### config.mk
export PLATFORM = sky130hd
export DESIGN_NAME = vis_top
export DESIGN_NICKNAME = d
export VERILOG_FILES = /design/src/core/vis_pkg.sv /design/src/core/vis_route_if.sv /design/src/core/vis_dac_latch.sv /design/src/core/vis_route_dec.sv /design/src/core/vis_top.sv
export SDC_FILE = /design/constraint.sdc
export NUM_CORES = 1
export LEC_CHECK = 0
export BUFFER_PORTS_ARGS = -buffer_cell sky130_fd_sc_hd__buf_4
export CORE_MARGIN = 2
export CORE_UTILIZATION = 53
export CTS_BUF_LIST = sky130_fd_sc_hd__clkbuf_16
export CTS_CLUSTER_SIZE = 25
export DETAILED_ROUTE_END_ITERATION = 6
export PLACE_DENSITY = 0.89
export SYNTH_ARGS = -nofsm -noshare
export SYNTH_HDL_FRONTEND = slang
export SYNTH_HIERARCHICAL = 1
export SYNTH_SLANG_ARGS = --single-unit
### constraint.sdc
create_clock -name mclk -period 2.9 [get_ports mclk]
set_input_delay 0.58 -clock mclk [delete_from_list [all_inputs] [get_ports mclk]]
set_output_delay 0.58 -clock mclk [all_outputs]
set_load 0.005 [all_outputs]
### src/core/vis_pkg.sv
package vis_pkg;

  // Selection codes
  localparam logic [3:0] SEL_CVBS_IN1 = 4'h0;
  localparam logic [3:0] SEL_CVBS_IN2 = 4'h1;
  localparam logic [3:0] SEL_CVBS_IN3 = 4'h2;
  localparam logic [3:0] SEL_RESERVED = 4'h3;
  localparam logic [3:0] SEL_CVBS_IN5 = 4'h4;
  localparam logic [3:0] SEL_CVBS_IN6 = 4'h5;
  localparam logic [3:0] SEL_YC_IN1_IN4 = 4'h6;
  localparam logic [3:0] SEL_YC_IN2_IN3 = 4'h7;
  localparam logic [3:0] SEL_YUV = 4'h8;
  localparam logic [3:0] SEL_AUX_IN1 = 4'h9;
  localparam logic [3:0] SEL_AUX_IN2 = 4'ha;
  localparam logic [3:0] SEL_RESET = SEL_CVBS_IN1;

  // Widths
  localparam int SEL_W = 4;
  localparam int AIN_N = 6;
  localparam int SHA_N = 3;
  localparam int ADC_W = 12;
  localparam int HEADROOM_W = 2;
  localparam int VID_W = 10;
  localparam int DAC_N = 4;
  localparam int OVL_N = 3;
  localparam int AUX_N = 8;

  // SHA indices
  localparam logic [1:0] SHA_0 = 2'h0;
  localparam logic [1:0] SHA_1 = 2'h1;
  localparam logic [1:0] SHA_2 = 2'h2;

  // Timing
  localparam int CLK_KHZ = 125000;
  localparam int VID_RATE_KHZ = 54000;
  localparam int AUX_RATE_KHZ = 843;
  // Highest rate means least spacing: round cycles up
  localparam int VID_DIV = (CLK_KHZ + VID_RATE_KHZ - 1) / VID_RATE_KHZ;
  localparam int AUX_DIV = (CLK_KHZ + AUX_RATE_KHZ - 1) / AUX_RATE_KHZ;

  typedef enum logic [1:0] {
    FMT_CVBS = 2'b00,
    FMT_YC = 2'b01,
    FMT_YUV = 2'b10,
    FMT_AUX = 2'b11
  } vis_fmt_t;

  function automatic logic vis_code_ok(input logic [3:0] code);
    vis_code_ok = (code <= SEL_AUX_IN2) && (code != SEL_RESERVED);
  endfunction

endpackage

### src/core/vis_route_if.sv
`timescale 1ns/100ps
interface vis_route_if;
  import vis_pkg::*;
  logic [3:0] code;
  vis_fmt_t fmt;
  logic [5:0] composite_sel;
  logic [5:0] luma_sel;
  logic [5:0] chroma_sel;
  logic [5:0] cdiff2_sel;
  logic [5:0] single_ended;
  logic [2:0] sha_used;
  logic [1:0] sha_primary;
  logic aux_mode;

  modport dec (input code, output fmt, composite_sel, luma_sel, chroma_sel,
    cdiff2_sel, single_ended, sha_used, sha_primary, aux_mode);
  modport use_side (output code, input fmt, composite_sel, luma_sel, chroma_sel,
    cdiff2_sel, single_ended, sha_used, sha_primary, aux_mode);
endinterface

### src/core/vis_dac_latch.sv
`timescale 1ns/100ps
module vis_dac_latch
  import vis_pkg::*;
(
  // Clock and reset
  input wire logic mclk,
  input wire logic resetn,
  // Synchronised DAC input side
  input wire logic latch_rise,
  input wire logic first_marker,
  input wire logic [9:0] dac_data,
  // DAC words
  output logic [DAC_N*VID_W-1:0] dac_words
);

  logic [1:0] ptr;
  wire [1:0] slot = first_marker ? 2'h0 : ptr;

  // shared bus latched word by word
  always_ff @(posedge mclk or negedge resetn)
  begin
    if (!resetn)
    begin
      ptr <= 2'h0;
      dac_words <= '0;
    end
    else if (latch_rise)
    begin
      dac_words[slot*VID_W +: VID_W] <= dac_data;
      ptr <= slot + 2'h1;
    end
  end
endmodule

### src/core/vis_route_dec.sv
`timescale 1ns/100ps
module vis_route_dec
  import vis_pkg::*;
(
  vis_route_if.dec rt
);

  wire [3:0] c = rt.code;
  wire is_aux = (c == SEL_AUX_IN1) || (c == SEL_AUX_IN2);
  wire is_yc = (c == SEL_YC_IN1_IN4) || (c == SEL_YC_IN2_IN3);
  wire is_yuv = (c == SEL_YUV);

  assign rt.aux_mode = is_aux;
  assign rt.fmt = is_yuv ? FMT_YUV : is_yc ? FMT_YC : is_aux ? FMT_AUX : FMT_CVBS;

  assign rt.composite_sel = (c == SEL_CVBS_IN1 || c == SEL_AUX_IN1) ? 6'h01 :
                            (c == SEL_CVBS_IN2 || c == SEL_AUX_IN2) ? 6'h02 :
                            (c == SEL_CVBS_IN3) ? 6'h04 :
                            (c == SEL_CVBS_IN5) ? 6'h10 :
                            (c == SEL_CVBS_IN6) ? 6'h20 : 6'h00;
  assign rt.luma_sel = (c == SEL_YC_IN1_IN4) ? 6'h01 :
                       (c == SEL_YC_IN2_IN3 || is_yuv) ? 6'h02 : 6'h00;
  // first difference shares the chroma path
  assign rt.chroma_sel = (c == SEL_YC_IN1_IN4) ? 6'h08 :
                         (c == SEL_YC_IN2_IN3 || is_yuv) ? 6'h04 : 6'h00;
  assign rt.cdiff2_sel = is_yuv ? 6'h20 : 6'h00;
  // aux inputs three to six single ended
  assign rt.single_ended = is_aux ? 6'h3c : 6'h00;

  assign rt.sha_used = is_yuv ? 3'h7 : is_yc ? 3'h3 :
                       (c == SEL_CVBS_IN3) ? 3'h2 :
                       (c == SEL_CVBS_IN6) ? 3'h4 : 3'h1;
  assign rt.sha_primary = (c == SEL_CVBS_IN3) ? SHA_1 :
                          (c == SEL_CVBS_IN6) ? SHA_2 : SHA_0;

endmodule

### src/core/vis_top.sv
// Notes on behaviour
// - A 4-bit selection code chooses inputs and video format.
// - Codes 0,1,2,4,5 route composite from input 1,2,3,5,6; 3 reserved.
// - Code 6: luma in1, chroma in4; code 7: luma in2, chroma in3.
// - Code 8: component, luma in2, differences in3 and in6, three SHAs.
// - Codes 9 and 10: composite in1 or in2, inputs 3-6 as 8 aux.
// - Aux inputs single-ended against reference, all others differential.
// - Eight aux channels sampled by a separate converter at 843 kHz.
// - Samples are 12 bits, two bits kept as gain/offset headroom.
// - Video conversion rate at most 54 MHz.
// - Sync high exactly on red-difference or chroma output samples, except one sent in the cycle the code changes.
// - Three overlay inputs multiplex onto the DAC outputs.
// - One shared 10-bit data bus feeds all four DACs via two clocks.
// - Overlay passes only while overlay enable is held high.
// - Each video sample is presented on the output bus at a clock edge.
`timescale 1ns/100ps
module vis_top
  import vis_pkg::*;
#(
  parameter int AUX_CYCLES = AUX_DIV
)
(
  // Clock and reset
  input wire logic mclk,
  input wire logic resetn,
  // Selection code from the management port
  input wire logic [3:0] input_select,
  // Converter samples, one word per SHA
  input wire logic [SHA_N*ADC_W-1:0] sha_samples,
  // Overlay and DAC pins
  input wire logic overlay_enable,
  input wire logic [2:0] overlay_in,
  input wire logic [1:0] dac_in_clocks,
  input wire logic [9:0] dac_data,
  // Routing outputs
  output logic [3:0] active_select,
  output logic select_reserved,
  output logic [5:0] composite_route,
  output logic [5:0] luma_route,
  output logic [5:0] chroma_route,
  output logic [5:0] cdiff2_route,
  output logic [5:0] single_ended,
  output logic [2:0] sha_enable,
  output logic aux_mode,
  // Aux converter control
  output logic aux_strobe,
  output logic [2:0] aux_channel,
  // Video output
  output logic [9:0] video_out,
  output logic video_strobe,
  output logic sync_out,
  // DAC side
  output logic [DAC_N*VID_W-1:0] dac_words,
  output logic [2:0] overlay_route,
  output logic [2:0] overlay_level
);

  // Counter widths and the spacing check assume this range
  if (AUX_CYCLES < 4 || AUX_CYCLES > 4096)
    $error("AUX_CYCLES out of range");

  // Pin synchronisers: code, enable, overlay, dac clocks, dac data
  localparam int SYN_W = SEL_W + 1 + OVL_N + 2 + VID_W;
  wire [SYN_W-1:0] pins = {input_select, overlay_enable, overlay_in, dac_in_clocks, dac_data};
  logic [SYN_W-1:0] syn_a;
  logic [SYN_W-1:0] syn_b;

  genvar gi;
  generate
    for (gi = 0; gi < SYN_W; gi++)
    begin : g_sync
      always_ff @(posedge mclk or negedge resetn)
      begin
        if (!resetn)
        begin
          syn_a[gi] <= 1'b0;
          syn_b[gi] <= 1'b0;
        end
        else
        begin
          syn_a[gi] <= pins[gi];
          syn_b[gi] <= syn_a[gi];
        end
      end
    end
  endgenerate

  wire [3:0] sel_s = syn_b[SYN_W-1 -: SEL_W];
  wire ovl_en_s = syn_b[VID_W + 2 + OVL_N];
  wire [2:0] ovl_s = syn_b[VID_W + 2 +: OVL_N];
  wire [1:0] dclk_s = syn_b[VID_W +: 2];
  wire [9:0] ddata_s = syn_b[VID_W-1:0];

  // selection code held, illegal codes ignored
  logic [3:0] cur_code;
  wire sel_legal = vis_code_ok(sel_s);
  wire code_load = sel_legal && (sel_s != cur_code);

  always_ff @(posedge mclk or negedge resetn)
  begin
    if (!resetn)
      cur_code <= SEL_RESET;
    else if (code_load)
      cur_code <= sel_s;
  end

  assign active_select = cur_code;
  assign select_reserved = !sel_legal;

  vis_route_if rt ();
  assign rt.code = cur_code;

  vis_route_dec u_dec (
    .rt(rt)
  );

  assign composite_route = rt.composite_sel;
  assign luma_route = rt.luma_sel;
  assign chroma_route = rt.chroma_sel;
  assign cdiff2_route = rt.cdiff2_sel;
  assign single_ended = rt.single_ended;
  assign sha_enable = rt.sha_used;
  assign aux_mode = rt.aux_mode;

  // video tick no faster than 54 MHz
  localparam int VID_CW = $clog2(VID_DIV + 1);
  logic [VID_CW-1:0] vid_cnt;
  wire vid_tick = (vid_cnt == VID_CW'(VID_DIV - 1));

  always_ff @(posedge mclk or negedge resetn)
  begin
    if (!resetn)
      vid_cnt <= '0;
    else
      vid_cnt <= vid_tick ? '0 : vid_cnt + VID_CW'(1);
  end

  // aux strobe at the aux rate
  localparam int AUX_CW = $clog2(AUX_CYCLES + 1);
  logic [AUX_CW-1:0] aux_cnt;
  wire aux_wrap = (aux_cnt == AUX_CW'(AUX_CYCLES - 1));

  always_ff @(posedge mclk or negedge resetn)
  begin
    if (!resetn)
      aux_cnt <= '0;
    else
      aux_cnt <= aux_wrap ? '0 : aux_cnt + AUX_CW'(1);
  end

  // aux channels only in aux modes
  assign aux_strobe = aux_wrap && rt.aux_mode;

  always_ff @(posedge mclk or negedge resetn)
  begin
    if (!resetn)
      aux_channel <= 3'h0;
    else if (code_load)
      aux_channel <= 3'h0;
    else if (aux_strobe)
      aux_channel <= aux_channel + 3'h1;
  end

  // top ten bits leave two bits of headroom
  wire [VID_W-1:0] samp0 = sha_samples[0*ADC_W + HEADROOM_W +: VID_W];
  wire [VID_W-1:0] samp1 = sha_samples[1*ADC_W + HEADROOM_W +: VID_W];
  wire [VID_W-1:0] samp2 = sha_samples[2*ADC_W + HEADROOM_W +: VID_W];
  wire [VID_W-1:0] samp_primary = (rt.sha_primary == SHA_2) ? samp2 :
                                  (rt.sha_primary == SHA_1) ? samp1 : samp0;

  // Stream phase: Y/C alternates Y,C; component runs Cb,Y,Cr,Y
  logic [1:0] phase;
  wire yc_chroma = (rt.fmt == FMT_YC) && phase[0];
  wire yuv_cr = (rt.fmt == FMT_YUV) && (phase == 2'h2);
  wire yuv_cb = (rt.fmt == FMT_YUV) && (phase == 2'h0);
  wire yuv_y = (rt.fmt == FMT_YUV) && phase[0];
  wire [VID_W-1:0] next_video = (yc_chroma || yuv_cb) ? samp1 :
                                yuv_cr ? samp2 :
                                (yuv_y || rt.fmt == FMT_YC) ? samp0 : samp_primary;
  // sync marks Cr or C samples only
  wire next_sync = yc_chroma || yuv_cr;

  always_ff @(posedge mclk or negedge resetn)
  begin
    if (!resetn)
      phase <= 2'h0;
    else if (code_load)
      phase <= 2'h0;
    else if (vid_tick)
      phase <= phase + 2'h1;
  end

  // sample presented on the clock edge
  always_ff @(posedge mclk or negedge resetn)
  begin
    if (!resetn)
      video_out <= '0;
    else if (vid_tick)
      video_out <= next_video;
  end

  // Sync is dropped on a code change so it never outlives its format
  always_ff @(posedge mclk or negedge resetn)
  begin
    if (!resetn)
      sync_out <= 1'b0;
    else if (code_load)
      sync_out <= 1'b0;
    else if (vid_tick)
      sync_out <= next_sync;
  end

  always_ff @(posedge mclk or negedge resetn)
  begin
    if (!resetn)
      video_strobe <= 1'b0;
    else
      video_strobe <= vid_tick;
  end

  // DAC clock 1 rising edge latches, clock 0 marks DAC0
  logic dclk1_q;
  wire dclk1_rise = dclk_s[1] && !dclk1_q;

  always_ff @(posedge mclk or negedge resetn)
  begin
    if (!resetn)
      dclk1_q <= 1'b0;
    else
      dclk1_q <= dclk_s[1];
  end

  vis_dac_latch u_dac (
    .mclk(mclk),
    .resetn(resetn),
    .latch_rise(dclk1_rise),
    .first_marker(dclk_s[0]),
    .dac_data(ddata_s),
    .dac_words(dac_words)
  );

  // overlay onto the first three DACs, only while enabled
  wire [2:0] next_ovl_route = ovl_en_s ? 3'h7 : 3'h0;
  wire [2:0] next_ovl_level = ovl_en_s ? ovl_s : 3'h0;

  always_ff @(posedge mclk or negedge resetn)
  begin
    if (!resetn)
    begin
      overlay_route <= 3'h0;
      overlay_level <= 3'h0;
    end
    else
    begin
      overlay_route <= next_ovl_route;
      overlay_level <= next_ovl_level;
    end
  end

  localparam int AUX_LAST = AUX_CYCLES - 1;
  logic [AUX_CW-1:0] aux_gap;
  logic aux_seen;

  always_ff @(posedge mclk or negedge resetn)
  begin
    if (!resetn)
    begin
      aux_gap <= '0;
      aux_seen <= 1'b0;
    end
    else
    begin
      aux_gap <= aux_wrap ? '0 : aux_gap + AUX_CW'(1);
      aux_seen <= aux_seen || aux_wrap;
    end
  end
endmodule

## Yosys cells after proc, flatten, opt, wreduce, memory -nomap -nowiden

Index checks and enable logic that the tools add are counted.

- Add/sub/neg operators: 6
- Multipliers: 1
- $lt $le $gt $ge: 1
- Equal/unequal tests: 18
- Shifts and indexed selects: 2
- Multiplexer cells: 37
- Reduce and logical (&&, ||, !) cells: 22

Operator list:

| kind | number |
|---|---|
| 6-bit 2-to-1 mux | 9 |
| 10-bit 2-to-1 mux | 5 |
| 40-bit bitwise mux | 1 |
| 10-bit by 34-bit variable shift with 40-bit output, first input constant | 1 |
| 10-bit by 34-bit indexed part select with 40-bit output | 1 |
| 6-bit negation with 34-bit output | 1 |
| 3-bit 2-to-1 mux | 9 |
| 2-bit 2-to-1 mux | 10 |
| 4-bit by 3-bit equality test with 1-bit output, second input constant | 4 |
| 4-bit equality test, second input constant | 3 |
| 8-bit by 1-bit adder with 8-bit output, second input constant | 1 |
| 2-bit equality test, second input constant | 4 |
| 8-bit equality test, second input constant | 1 |
| 1-bit logical AND | 8 |
| 1-bit logical OR | 8 |
| 8-bit 2-to-1 mux | 1 |
| 2-bit by 1-bit adder with 2-bit output, second input constant | 3 |
| 2-bit by 3-bit multiplier with 5-bit output, second input constant | 1 |
| 2-bit by 1-bit equality test with 1-bit output, second input constant | 2 |
| 4-bit by 1-bit equality test with 1-bit output, second input constant | 1 |
| 4-bit by 2-bit equality test with 1-bit output, second input constant | 1 |
| 4-bit less-or-equal comparator, second input constant | 1 |
| 4-bit zero test | 1 |
| 4-bit by 2-bit inequality test with 1-bit output, second input constant | 1 |
| other kinds (6) | 9 |

- Bits in registers: 120
- Input bits: 58
- Output and inout bits: 101
- Word-level logic and storage cells: 140

## Logic depth before layout (Yosys ltp)

- Depth in word-level cells: 11
- Gate-level depth with buffers: 9
- Mapped depth without buffers: 7

## Cells and area by module

Netlist, hierarchy kept.

By module, submodules not included:

| module | instances | cells an instance | area each (µm²) | seq. area each (µm²) |
|---|---|---|---|---|
| vis_top | 1 | 250 | 3,160.5 | 1,901.8 |
| vis_dac_latch | 1 | 215 | 2,209.6 | 1,051.0 |
| vis_route_dec | 1 | 58 | 389.1 | 0.0 |

## Least setup slack after synthesis

Ideal clock, no wire load.

- Kind: flip-flop to flip-flop
- Start point: register u_dac.ptr[0]
- End point: register u_dac.dac_words[26]
- Setup time: 121 ps
- Arrival: 2,061 ps
- Required time: 2,779 ps
- Path slack: 718 ps
- Stages on the path, launching flop included: 8
- Path buffers: 2
- Period minus slack after synthesis: 2,182 ps
- Path through: dfrtp_1 nor2b_4 buf_12 buf_6 ha_1 inv_1 mux4_2 a22o_1

- Cells in the longest elaborated chain, start to end: 5
- Elaborated cells between the ends (all ways): 6
- Classes of those cells: add/sub: 1; mul: 1; shift: 2; mux: 2

RTL lines:

| item | line | text |
|---|---|---|
| start: declaration | vis_dac_latch.sv:16 | `logic [1:0] ptr;` |
| start signal: assignment | vis_dac_latch.sv:30 | `ptr <= slot + 2'h1;` |
| 2-bit 2-to-1 mux (*) | vis_dac_latch.sv:17 | `wire [1:0] slot = first_marker ? 2'h0 : ptr;` |
| 2-bit by 3-bit multiplier with 5-bit output (*) | vis_dac_latch.sv:29 | `dac_words[slot*VID_W +: VID_W] <= dac_data;` |
| 6-bit negation with 34-bit output (*) | vis_dac_latch.sv:29 |  |
| 10-bit by 34-bit indexed part select with 40-bit output / 10-bit by 34-bit variable shift with 40-bit output (equally long branches) | vis_dac_latch.sv:29 |  |
| 40-bit bitwise mux (*) | vis_dac_latch.sv:29 |  |
| end signal: indexed assignment | vis_dac_latch.sv:29 |  |
| end: declaration | vis_dac_latch.sv:13 | `output logic [DAC_N*VID_W-1:0] dac_words` |

Mark *: on every way between the ends. The rest lies on a longest branch, timed or not.
A chain may end at the register's enable or synchronous reset.

## Final worst setup path

- Start point: register cur_code[2], in the netlist active_select[2]
- End point: register video_out[7]

- Cells in the longest elaborated chain, start to end: 11
- Elaborated cells between the ends (all ways): 29
- Classes of those cells: eq/ne: 11; mux: 10; reduce/logical: 8

RTL lines:

| item | line | text |
|---|---|---|
| start: declaration | vis_top.sv:95 | `logic [3:0] cur_code;` |
| start signal: assignment | vis_top.sv:104 | `cur_code <= sel_s;` |
| 4-bit equality test | vis_route_dec.sv:9 | `wire is_aux = (c == SEL_AUX_IN1) \|\| (c == SEL_AUX_IN2);` |
| 1-bit logical OR | vis_route_dec.sv:9 |  |
| 2-bit 2-to-1 mux (2 in a row) | vis_route_dec.sv:14 | `assign rt.fmt = is_yuv ? FMT_YUV : is_yc ? FMT_YC : is_aux ? FMT_AUX : FMT_CVBS;` |
| 2-bit 2-to-1 mux (*) | vis_route_dec.sv:14 |  |
| net rt.fmt[0] | vis_route_if.sv:5 | `vis_fmt_t fmt;` |
| 2-bit equality test | vis_top.sv:174, vis_top.sv:175, vis_top.sv:176 |  |
| 1-bit logical AND | vis_top.sv:176 | `wire yuv_y = (rt.fmt == FMT_YUV) && phase[0];` |
| 1-bit logical OR | vis_top.sv:179 | `(yuv_y \|\| rt.fmt == FMT_YC) ? samp0 : samp_primary;` |
| 10-bit 2-to-1 mux | vis_top.sv:179 |  |
| 10-bit 2-to-1 mux | vis_top.sv:178 | `yuv_cr ? samp2 :` |
| 10-bit 2-to-1 mux (*) | vis_top.sv:177 | `wire [VID_W-1:0] next_video = (yc_chroma \|\| yuv_cb) ? samp1 :` |
| end signal: assignment | vis_top.sv:199 | `video_out <= next_video;` |
| end: declaration | vis_top.sv:49 | `output logic [9:0] video_out,` |

The timed path passes the listed nets; every way through them passes the cells marked *.

==> metrics.md <==
| Metric | Value |
|---|---|
| IR Drop Worst-Case VDD | `465 uV` |
| Number of max-capacitance violations reported | `0` |
| Htree depth | `4` |
| Wire length per cell after detailed routing | `17.5 um` |
| Final TNS setup | `0 ns` |
| Max Fclk | `398 MHz` |
| Seq/Total Area, Yosys | `0.513` |
| Synthesis-stage register bit count | `118` |
| First-pass GRT wire length | `22.0 mm` |
| Vias in the first global route | `4324` |
| Total instance count after detailed placement | `770` |
| Depth of the worst register-to-register path | `6` |
| Category of the worst setup path capture point | `register` |
| Share of final-layout standard cells stronger than drive strength 1 | `0.305` |
| Normalized max-slew margin | `0.485` |
| FFs w/ async S/R, synth | `1.00` |
| Global Route Usage Sum | `0.244` |
| DRC Markers | `0` |
| Largest cells by area after synthesis | `dfrtp_1 (51%), mux2i_1 (7.1%), buf_4 (3.4%)` |
| Fraction of the cycle the final worst path needs | `0.867` |
| Leak | `3.44 nW` |
| Area delta synth->final | `28.6%` |
| Final setup violation count | `0` |
| Post-CTS setup buffer count | `0` |
| Routed wire length | `14.0 mm` |
| Port buffer count | `136` |
| Crit Path Class | `register to register` |
| Initial DRT Pass Iterations | `7` |
| Gate count of the mapped netlist | `523` |
| Worst setup slack for register-to-register paths | `0.39 ns` |
| Hold WS | `0.156 ns` |
| Hold violation count in the final report | `0` |
| Data required time of the critical path | `3.18 ns` |
| Portion of synthesized cell area occupied by the leading cell type | `0.513` |
| Count of inserted antenna diode cells | `0` |
| GRT overflow | `0` |
| Arr. time, crit path | `2.79 ns` |
| Remaining antenna violation count | `0` |
| Number of hold-repair buffers added at the cts stage | `0` |
| Fillcell total | `750` |
| RR Endpoint | `video_out[7]` |
| Via count | `4544` |
| Die Area | `11700 um2` |
| Bufs on Longest Clock Path | `2` |
| Vertical die dimension | `108 um` |
| Die Width | `108 um` |
| Total CTS buffers | `17` |
| Least-Margin Pin Slew | `0.772 ns` |
| Clock tree from TritonCTS | `done` |
| Final clock skew | `0.0125 ns` |
| RSZ-0062 raised after global routing | `false` |
| Per-cell via count in the routed design | `5.67` |
| Floorplan core area | `10700 um2` |
| Power Density | `763 nW/um2` |
| Number of distinct library cells after synthesis | `60` |
| Startpoint Class | `register` |
| Buffer cell driving the clock tree root | `clkbuf_16` |
| Number of antenna violations at the first check in global routing | `0` |
| Clock edge transition at the registers on the reported setup and hold paths | `0.06 ns` |
| Post-route minimum period | `2.51 ns` |
| DP Wirelength | `9.53 mm` |
| Syn Std Cell Area | `5760 um2` |
| YS warnings | `6` |
| Net total in the final layout | `715` |
| Initial Utilization | `0.538` |
| Result of the run | `finished clean` |
| Reg-to-reg startpoint | `active_select[2]` |
| Clock latency of the later-clocked register in the worst-skew pair | `0.41 ns` |
| Biggest fanout along the worst timing path | `15` |
| Setup crit start | `active_select[2]` |
| Cell type with the largest total area after synthesis | `dfrtp_1` |
| I/O Pins | `159` |
| Class of the worst hold path | `primary input to asynchronous set/reset pin` |
| # resized after CTS | `0` |
| Row Count | `38` |
| Capture point of the worst path | `video_out[7]` |
| Largest net degree at the start of global routing | `77` |
| 1st-iter DRT viols | `505` |
| Commonest register cell after synthesis | `dfrtp_1` |
| Num Clock Sinks | `118` |
| Total count of max-transition violations in the final report | `0` |
| End-of-flow core utilization | `0.692` |
| Leading cell types in the layout, fill and taps excluded | `buf_4 (144), dfrtp_1 (118), nand2_1 (43)` |
| Final weighted congestion in routability-driven placement | `0.877` |
| Post-synthesis average cell area | `11.0 um2` |
| Leading cell type in the layout, fill and taps excluded | `buf_4` |
| Final instance count without filler cells | `802` |
| Number of enable-type register cells in the synthesized netlist | `0` |
==> flip-flops by register name, summed over array words and instances, names as in the netlist, 2 cells and up <==
name / count
active_select: 4
aux_channel: 3
aux_cnt: 8
dclk_s: 2
ddata_s: 10
overlay_level: 3
ovl_s: 3
phase: 2
sel_s: 4
syn_a: 20
u_dac/dac_words: 40
u_dac/ptr: 2
vid_cnt: 2
video_out: 10
==> how the worst min path moves through the flow <==
stage | from | end | slack, ns
6_report | resetn | u_dac/dac_words[36] | 0.16
5_1_grt | resetn | u_dac/dac_words[36] | 0.20
4_1_cts | resetn | u_dac/dac_words[36] | 0.17
3_5_place_dp | syn_a[10] | dclk_s[0] | 0.34
3_3_place_gp | syn_a[11] | dclk_s[1] | 0.33
2_1_floorplan | resetn | active_select[0] | 0.28
==> logic make-up (layout without fill, tap and decap cells) <==
logic type,count (synthesis),count (layout),share of synthesized area
flip-flops,118,118,0.513
buffers and inverters,68,192,0.0717
AND/OR/NAND/NOR,145,145,0.135
XOR/XNOR,15,15,0.0228
adder cells (fa/ha/maj),8,8,0.0174
multiplexers,49,49,0.0908
AO/OA/AOI/OAI,119,119,0.149
other,1,16,0.000651
==> through the flow <==
stage                     setup WS [ns]  area, um2  total power [mW]
after floorplan                   0.718       5820              2.75
after global placement            0.537       6750              3.30
after detailed placement          0.482       6750              3.36
after CTS                         0.439       7410              5.68
after global routing              0.154       7410              5.90
final                             0.386       7410              5.65
==> worst max-delay path, cell delays in order, from the launching register on <==
cell      delay [ns]
dfrtp_1         0.55
nand2b_1        0.27
o21ai_0         0.44
nand2b_1        0.35
and2_1          0.37
a211oi_1        0.28
o31ai_1         0.12
==> cells in the mapped netlist, types with 3 or more instances <==
library cell / instances
a21boi_0: 3
o21ai_0: 17
o31ai_1: 15
buf_2: 11
nand2b_1: 9
xor2_1: 7
buf_4: 26
a21boi_1: 7
a22o_1: 16
nor4_1: 3
nand3_1: 6
a211oi_1: 12
nor2b_1: 6
a21oi_1: 16
and2_1: 7
nand3b_1: 7
mux2_2: 6
mux2i_1: 41
nor3_1: 10
ha_1: 8
dfrtp_1: 118
a22oi_1: 18
inv_1: 13
or3b_1: 3
buf_6: 3
nor2_1: 32
xnor2_1: 8
nand2_1: 43
clkbuf_1: 12
==> layout make-up <==
class,instances,area [um2],share of cell area
clock buffers,17,425,0.0574
clock inverters,15,226,0.0306
inverters,15,63.8,0.00862
multi-input cells,352,2460,0.332
flip-flops and latches,118,2950,0.399
well taps,140,175,0.0237
repair buffers,145,1100,0.149
==> power breakdown <==
group	leakage (nW)	switching, mW	internal, mW
Clock	0.310	0.770	1.53
Sequential	1.47	0.188	1.89
Combinational	1.66	0.616	0.652
Total	3.44	1.57	4.07
==> layer usage <==
metal / vias up / global-route usage / share of wire
li1: 2088 / - / -
met4: 0 / 0.0943 / 0.019
met3: 23 / 0.0573 / 0.071
met1: 2203 / 0.336 / 0.43
met2: 230 / 0.378 / 0.48
met5: - / 0 / 0
Power figures use the tool's default switching activity.
